File: src/dsl_pkg.sv
/*
  Constants for the debug security lock: register addresses, field
  positions, reset values, unlock code and probe access target classes.
  Assumes a 32-bit word register port on the system clock.
*/
package dsl_pkg;

  localparam int unsigned DSL_DATA_W = 32;
  localparam int unsigned DSL_ADDR_W = 32;

  // Register byte addresses
  localparam logic [DSL_ADDR_W-1:0] DSL_SECURITY_MODE_ADDR = 32'hffffe510;
  localparam logic [DSL_ADDR_W-1:0] DSL_SECURITY_CTRL_ADDR = 32'hffffe514;

  // Security mode register layout
  localparam int unsigned            DSL_SEC_ON_BIT   = 0;
  localparam logic                   DSL_SEC_ON_RESET = 1'h1;
  localparam logic [DSL_DATA_W-1:0]  DSL_READ_ZERO    = 32'h00000000;

  // Unlock code for the security control register
  localparam logic [DSL_DATA_W-1:0]  DSL_UNLOCK_CODE  = 32'h000000c5;

  // Probe access target classes
  localparam int unsigned DSL_TGT_W = 3;
  typedef enum logic [DSL_TGT_W-1:0] {
    DSL_TGT_CORE   = 3'h0,
    DSL_TGT_RAM    = 3'h1,
    DSL_TGT_EXTDEV = 3'h2,
    DSL_TGT_ROM    = 3'h3,
    DSL_TGT_PERIPH = 3'h4
  } dsl_target_type;

  // Lock states, Gray coded along secured -> armed -> open
  typedef enum logic [1:0] {
    DSL_ST_SECURED = 2'h0,
    DSL_ST_ARMED   = 2'h1,
    DSL_ST_OPEN    = 2'h3
  } dsl_state_type;

endpackage

File: src/dsl_probe_gate.sv
/*
  Probe access filter: decides, per registered probe request, whether it
  may pass to the system. Assumes request signals already synchronised
  to mclk_i and the unlocked level coming from the lock's own flip-flop.
*/
`timescale 1ns/10ps
module dsl_probe_gate
  import dsl_pkg::*;
(
  input  wire logic           mclk_i,
  input  wire logic           rst_n_i,
  input  wire logic           unlocked_i,
  input  wire logic           req_i,
  input  wire logic           we_i,
  input  wire dsl_target_type tgt_i,
  output logic                grant_o,
  output logic                deny_o
);

  logic allowed;
  logic grant_r;
  logic deny_r;

  // ROM never readable; writes only to core, memory, external devices
  assign allowed = unlocked_i &&
                   (we_i ? (tgt_i == DSL_TGT_CORE || tgt_i == DSL_TGT_RAM ||
                            tgt_i == DSL_TGT_EXTDEV)
                         : (tgt_i != DSL_TGT_ROM));

  // One-cycle verdict per request
  always_ff @(posedge mclk_i) begin
    if (!rst_n_i) begin
      grant_r <= 1'b0;
      deny_r  <= 1'b0;
    end else begin
      grant_r <= req_i && allowed;
      deny_r  <= req_i && !allowed;
    end
  end

  assign grant_o = grant_r;
  assign deny_o  = deny_r;

endmodule

File: src/dsl_debug_security_lock.sv
/*
  Debug security lock top: register port for the security mode and
  security control registers, lock state machine, and the filter that
  gates every access from the debug support unit probe.
  Assumes a one-cycle strobe register master on mclk_i and probe request
  pins that are asynchronous to mclk_i.
*/
// Strobed register access was chosen for this implementation.
`timescale 1ns/10ps
module dsl_debug_security_lock
  import dsl_pkg::*;
(
  input  wire logic                  mclk_i,
  input  wire logic                  rst_n_i,
  // Register port
  input  wire logic [DSL_ADDR_W-1:0] addr_i,
  input  wire logic [DSL_DATA_W-1:0] wdata_i,
  input  wire logic                  wr_i,
  input  wire logic                  rd_i,
  output logic      [DSL_DATA_W-1:0] rdata_o,
  // Debug support unit probe pins
  input  wire logic                  probe_req_i,
  input  wire logic                  probe_we_i,
  input  wire logic [DSL_TGT_W-1:0]  probe_tgt_i,
  output logic                       probe_grant_o,
  output logic                       probe_deny_o,
  // Lock status
  output logic                       debug_enabled_o
);

  // Two-flop synchronisers for probe pins
  logic [DSL_TGT_W+1:0] probe_meta_r;
  logic [DSL_TGT_W+1:0] probe_sync_r;
  logic                 probe_req_d_r;

  always_ff @(posedge mclk_i) begin
    if (!rst_n_i) begin
      probe_meta_r  <= '0;
      probe_sync_r  <= '0;
      probe_req_d_r <= 1'b0;
    end else begin
      probe_meta_r  <= {probe_req_i, probe_we_i, probe_tgt_i};
      probe_sync_r  <= probe_meta_r;
      probe_req_d_r <= probe_sync_r[DSL_TGT_W+1];
    end
  end

  // One request per rising edge of the request level
  logic           probe_req_pulse;
  logic           probe_we_s;
  dsl_target_type probe_tgt_s;
  assign probe_req_pulse = probe_sync_r[DSL_TGT_W+1] && !probe_req_d_r;
  assign probe_we_s      = probe_sync_r[DSL_TGT_W];
  assign probe_tgt_s     = dsl_target_type'(probe_sync_r[DSL_TGT_W-1:0]);

  // Register decode; software is trusted to use word accesses
  logic sel_mode;
  logic sel_ctrl;
  logic wr_mode;
  logic wr_ctrl;
  logic code_ok;
  assign sel_mode = (addr_i == DSL_SECURITY_MODE_ADDR);
  assign sel_ctrl = (addr_i == DSL_SECURITY_CTRL_ADDR);
  assign wr_mode  = wr_i && sel_mode;
  assign wr_ctrl  = wr_i && sel_ctrl;
  assign code_ok  = (wdata_i == DSL_UNLOCK_CODE);

  // Lock state machine
  dsl_state_type state_r;
  dsl_state_type state_nxt;
  logic          sec_on_r;
  logic          sec_on_nxt;

  // Security-on flag follows software writes
  assign sec_on_nxt = wr_mode ? wdata_i[DSL_SEC_ON_BIT] : sec_on_r;

  // Armed once the flag is clear; open only on code write while armed
  always_comb begin
    state_nxt = state_r;
    case (state_r)
      DSL_ST_SECURED: begin
        if (!sec_on_nxt) begin
          state_nxt = DSL_ST_ARMED;
        end
      end
      DSL_ST_ARMED: begin
        if (sec_on_nxt) begin
          state_nxt = DSL_ST_SECURED;
        end else if (wr_ctrl && code_ok && !sec_on_r) begin
          state_nxt = DSL_ST_OPEN;
        end
      end
      DSL_ST_OPEN: begin
        // Setting the flag again re-secures the probe path
        if (sec_on_nxt) begin
          state_nxt = DSL_ST_SECURED;
        end
      end
      default: begin
        state_nxt = DSL_ST_SECURED;
      end
    endcase
  end
  // Wrong code or flag still set: no transition above

  // Lock registers; reset always re-secures
  always_ff @(posedge mclk_i) begin
    if (!rst_n_i) begin
      state_r  <= DSL_ST_SECURED;
      sec_on_r <= DSL_SEC_ON_RESET;
    end else begin
      state_r  <= state_nxt;
      sec_on_r <= sec_on_nxt;
    end
  end

  // Read path; control register is write-only and reads zero
  logic [DSL_DATA_W-1:0] rdata_nxt;
  logic [DSL_DATA_W-1:0] rdata_r;
  assign rdata_nxt = (rd_i && sel_mode)
                     ? {{(DSL_DATA_W-1){1'b0}}, sec_on_r}
                     : DSL_READ_ZERO;

  // Read data valid the cycle after the strobe, zero otherwise
  always_ff @(posedge mclk_i) begin
    if (!rst_n_i) begin
      rdata_r <= DSL_READ_ZERO;
    end else begin
      rdata_r <= rdata_nxt;
    end
  end

  // Registered unlock level feeds the filter and status pin
  logic debug_en_r;
  always_ff @(posedge mclk_i) begin
    if (!rst_n_i) begin
      debug_en_r <= 1'b0;
    end else begin
      debug_en_r <= (state_nxt == DSL_ST_OPEN);
    end
  end

  // Probe filter; its pins reach only the probe path
  dsl_probe_gate u_gate (
    .mclk_i     (mclk_i),
    .rst_n_i    (rst_n_i),
    .unlocked_i (debug_en_r),
    .req_i      (probe_req_pulse),
    .we_i       (probe_we_s),
    .tgt_i      (probe_tgt_s),
    .grant_o    (probe_grant_o),
    .deny_o     (probe_deny_o)
  );

  assign rdata_o         = rdata_r;
  assign debug_enabled_o = debug_en_r;

endmodule

File: config.mk
export PLATFORM = sky130hd
export DESIGN_NAME = dsl_debug_security_lock
export DESIGN_NICKNAME = d
export VERILOG_FILES = /design/src/dsl_pkg.sv /design/src/dsl_probe_gate.sv /design/src/dsl_debug_security_lock.sv
export SDC_FILE = /design/constraint.sdc
export NUM_CORES = 1
export LEC_CHECK = 0
export ABC_AREA = 1
export CELL_PAD_IN_SITES_DETAIL_PLACEMENT = 1
export CELL_PAD_IN_SITES_GLOBAL_PLACEMENT = 1
export CORE_UTILIZATION = 41
export DETAILED_ROUTE_END_ITERATION = 8
export DONT_BUFFER_PORTS = 1
export GPL_TIMING_DRIVEN = 0
export PLACE_DENSITY = 0.83
export SYNTH_ARGS = -nofsm -noshare
export SYNTH_HDL_FRONTEND = slang
export SYNTH_SLANG_ARGS = --single-unit
export TNS_END_PERCENT = 5
File: constraint.sdc
create_clock -name mclk_i -period 1.9 [get_ports mclk_i]
set_input_delay 0.475 -clock mclk_i [delete_from_list [all_inputs] [get_ports mclk_i]]
set_output_delay 0.475 -clock mclk_i [all_outputs]
set_load 0.01 [all_outputs]
After elaboration in Yosys (flattened, before gate mapping) --
Index checks and enable logic that the tools add are counted.
Word-level totals: register bits 49, input bits 73, word-level logic and storage cells 43, output and inout port bits 35
Operators by class: reductions and logical operators 17, equality and inequality tests 9, mux-type cells 7
Operator list (count):
- 32-bit == test (second input constant) | 2
- 32-bit by 8-bit == test with 1-bit output (second input constant) | 1
- 1-bit logical AND | 9
- 2-bit 2-to-1 mux | 4
- 2-bit one-hot mux with 3 select lines | 1
- 2-bit == test (second input constant) | 2
- 3-bit by 1-bit == test with 1-bit output (second input constant) | 1
- 3-bit by 2-bit == test with 1-bit output (second input constant) | 1
- 1-bit logical NOT | 3
- 3-bit logical NOT | 1
- 3-bit by 2-bit != test with 1-bit output (second input constant) | 1
- 2-bit by 1-bit == test with 1-bit output (second input constant) | 1
- 2-bit logical NOT | 1
- 1-bit logical OR | 2
- 1-bit 2-to-1 mux | 2
- 2-bit AND reduction | 1

Logic depth before layout (Yosys ltp) --
word-level depth 8, mapped depth 10, gate-level depth less buffers 10

Cells and area by module --
Synthesis repeated with hierarchy kept, for this count alone.
Second synthesis, totals: cells, all modules 188, area, all modules 1182.4 µm²
By module, submodules not included:
- dsl_debug_security_lock | times used 1, area an instance 1088.5 µm², sequential area each 320.3 µm², cells an instance 173
- dsl_probe_gate | times used 1, area an instance 93.8 µm², sequential area each 40.0 µm², cells an instance 15

Worst setup path after synthesis --
Ideal clock, no wire load.
path kind input to register, start input port addr_i[1], end register debug_en_r, in the netlist debug_enabled_o, setup time 113 ps, data required time 1787 ps, path slack 694 ps, data arrival time 1093 ps, path buffers 0, stages 7, path through nor2_1 -> and2_1 -> nand2_2 -> nor2_4 -> nand4_1 -> nand3_2 -> nor2_1
Between the ends: cells in the longest elaborated chain, start to end 8, elaborated cells on any way between the ends 13, those cells by class eq/ne (3); mux (6); reduce/logical (4)
Ends and longest elaborated chain:
- from (decl) | RTL line dsl_debug_security_lock.sv:16 | input wire logic [DSL_ADDR_W-1:0] addr_i,
- 32-bit == test | RTL line dsl_debug_security_lock.sv:63 | assign sel_ctrl = (addr_i == DSL_SECURITY_CTRL_ADDR);
- 1-bit logical AND | RTL line dsl_debug_security_lock.sv:65 | assign wr_ctrl = wr_i && sel_ctrl;
- 1-bit logical AND (2 in a row) | RTL line dsl_debug_security_lock.sv:89 | end else if (wr_ctrl && code_ok && !sec_on_r) begin
- 2-bit 2-to-1 mux | RTL line dsl_debug_security_lock.sv:89
- 2-bit 2-to-1 mux | RTL line dsl_debug_security_lock.sv:87 | if (sec_on_nxt) begin
- 2-bit one-hot mux with 3 select lines * | RTL line dsl_debug_security_lock.sv:80 | case (state_r)
- 2-bit == test * | RTL line dsl_debug_security_lock.sv:139 | debug_en_r <= (state_nxt == DSL_ST_OPEN);
- to (signal assigned) | RTL line dsl_debug_security_lock.sv:139
- to (decl) | RTL line dsl_debug_security_lock.sv:134 | logic debug_en_r;
Mark *: on every way between the ends. The rest lies on a longest branch, timed or not. A chain may end at the register's enable or synchronous reset.

Worst setup path in the final report --
start register sec_on_r, end register debug_en_r, in the netlist debug_enabled_o
Between the ends: cells in the longest elaborated chain, start to end 6, elaborated cells on any way between the ends 9, those cells by class eq/ne (1); mux (6); reduce/logical (2)
Ends and longest elaborated chain:
- from (decl) | RTL line dsl_debug_security_lock.sv:71 | logic sec_on_r;
- from (signal assigned) | RTL line dsl_debug_security_lock.sv:113 | sec_on_r <= sec_on_nxt;
- 1-bit logical NOT | RTL line dsl_debug_security_lock.sv:89
- 1-bit logical AND | RTL line dsl_debug_security_lock.sv:89
- 2-bit 2-to-1 mux | RTL line dsl_debug_security_lock.sv:89
- 2-bit 2-to-1 mux | RTL line dsl_debug_security_lock.sv:87
- 2-bit one-hot mux with 3 select lines * | RTL line dsl_debug_security_lock.sv:80
- 2-bit == test * | RTL line dsl_debug_security_lock.sv:139
Marks and branches as above.

==> results_dict.tcl <==
set metrics [dict create \
    core_mm2 0.002567 \
    p_leak_nw 0.7417 \
    path_class "reg2reg" \
    hold_path_class "in2reg" \
    wl_um 2436 \
    clock.fmax_mhz 850.6 \
    vias_per_cell 4.428 \
    rr_worst_depth 8 \
    crit_path_end_kind "flip-flop" \
    groute.usage.overall 0.1474 \
    drc 0 \
    worstSkewPairLatency_ns 0.29 \
    final_common_cell "nand2_1" \
    power_density_mw_per_mm2 551.0 \
    avgSynthCellArea_um2 6.487 \
    min_from "probe_tgt_i[1]" \
    status "finished, final reports clean" \
    r2r_slack_ns 0.72 \
    ctsResizeCount 0 \
    post-route-period-util 0.6187 \
    netlist_area_mm2 0.001161 \
    grt_max_degree 11 \
    areaGrowthSynthToFinish_pct 16.06 \
    clockRootBuffer "clkbuf_4" \
    hold_depth 2 \
    ctsHoldBuffers 0 \
    cts_max_level 1 \
    ys_seq_area_frac 0.3103 \
    maxSlewViolCount 0 \
    dp_hpwl_um 2262 \
    r2r_start "sec_on_r" \
    busiest_layer "met2" \
    clk_pin_slew_ns 0.10 \
    overflow 0 \
    min_to "probe_meta_r[1]" \
    synth.distinct_cells 20 \
    cts_inserted_buffers 3 \
    worstPathRequired_ns 2.12 \
    rows 18 \
    final_cell_mix "nand2_1, nor2_1, buf_4, conb_1, inv_1" \
    dieArea_mm2 0.003049 \
    worst-path-max-fanout 3 \
    p_total_mw 0.7426 \
    holdWs_ns 0.2781 \
    ir_drop_mv 0.4680 \
    period_minus_slack_ns 1.176 \
    cap_violations 0 \
    grt_pass1_wl_um 3719 \
    drtIter0Drc 12 \
    drtAntennaViolNets 0 \
    antenna_cells 0 \
    met3_usage 0.04450 \
    drtPass1Iterations 3 \
    start_util 0.4522 \
    setup_viol 0 \
    nets 287 \
    wire_per_inst_um 10.02 \
    n_fill_cell 362 \
    cp-start-kind "flip-flop" \
    clock_skew_ns 0.009310 \
    yosys_warnings 0 \
    syn_inst 179 \
    die_w_um 55.22 \
    gp_congestion 0.7728 \
    reg2reg_to "debug_enabled_o" \
    grt_use_met2 0.2892 \
    drive_above_1_share 0.2160 \
    grt_antenna_before_repair 0 \
    num_vias 1076 \
    io_pins 108 \
    ys_ff_latch 18 \
    numPortBuffers 0 \
    post_dp_cell_area_mm2 0.001311 \
    postLayoutCellArea_mm2 0.001348 \
    tns_ns 0 \
    cts_tree "yes" \
    finalHoldViolCount 0 \
    globalRouteMet1Util 0.1505 \
    crit_arrival_ns 1.40 \
    clock-sinks 18 \
    grt_setup_unrepaired "false" \
    die_h_um 55.22 \
    grt_pass1_vias 968 \
    ctsLongestPathBuffers 2 \
    postCtsSetupBuffers 0 \
]
-- area by class of cell --
cell class	instances	area, um2	share of cell area
Multi-Input combinational cell	137	594.3	0.4410
Sequential cell	18	360.3	0.2674
Buffer	32	236.5	0.1755
Inverter	22	82.58	0.06128
Tap cell	30	37.54	0.02786
Clock buffer	4	36.28	0.02693
-- sequential cells by signal, indices dropped and copies added (netlist names) --
name	flops
debug_enabled_o	1
probe_meta_r	5
probe_req_d_r	1
probe_sync_r	5
rdata_o	1
sec_on_r	1
state_r	2
u_gate.deny_o	1
u_gate.grant_o	1
-- worst max path at each step --
stage / startpoint / to / cells after the start
after floorplan: addr_i[1] / debug_enabled_o / 7
after global placement: addr_i[1] / debug_enabled_o / 8
after detailed placement: addr_i[1] / debug_enabled_o / 8
after CTS: sec_on_r / debug_enabled_o / 8
after global routing: sec_on_r / state_r[1] / 8
final: sec_on_r / debug_enabled_o / 8
-- cell usage after synthesis --
cell      instances  share of area
nor2_2            2          0.011
conb_1            1         0.0032
dfxtp_1          18           0.31
or2_2             1         0.0054
nor2_1           39           0.13
inv_1            21          0.068
nor4_1            1         0.0054
nand3_2           2          0.017
nor2_4            2          0.019
buf_4            31           0.20
nand2_2           3          0.016
nand3_1           4          0.017
nand4_1           6          0.032
inv_2             1         0.0032
nand3b_1          1         0.0065
or2_0             1         0.0054
clkbuf_1          1         0.0032
and2_1            2          0.011
nand2_1          41           0.13
a21boi_0          1         0.0065
-- power by group --
group / switching, mW / total (mW) / internal [mW]
clock: 0.112 / 0.228 / 0.117
combinational: 0.0628 / 0.123 / 0.0603
sequential: 0.00318 / 0.391 / 0.388
-- kinds of logic (layout without fill, tap and decap cells) --
group,after synthesis,count (layout),share of synthesized area
other,1,31,0.003230
AOI/OAI and AO/OA,1,1,0.006468
and+or+nand+nor,105,105,0.4052
buffers and inverters,54,58,0.2748
DFF,18,18,0.3103
-- per-layer routing --
layer	vias up	wire length, um
met1	459	873
met5	-	0
li1	544	-
met3	2	264
met2	71	1284
met4	0	15
-- metrics by stage --
stage,setup WS (ns),cells,utilization
2_1_floorplan,0.6942,209,-
3_3_place_gp,0.6086,239,0.5107
3_5_place_dp,0.5701,239,0.5107
4_1_cts,0.6987,243,0.5249
5_1_grt,0.6180,243,0.5249
6_report,0.7244,243,0.5249
-- worst max-delay path: stages (launching register included) --
cell	delay, ns
dfxtp_1	0.35
or2_0	0.23
nor2_1	0.10
nand3_1	0.09
nor2_1	0.09
nand2_1	0.05
nand2_1	0.05
nand2_1	0.07
nor2_1	0.09
No activity file was read; power rests on OpenSTA's default activity.
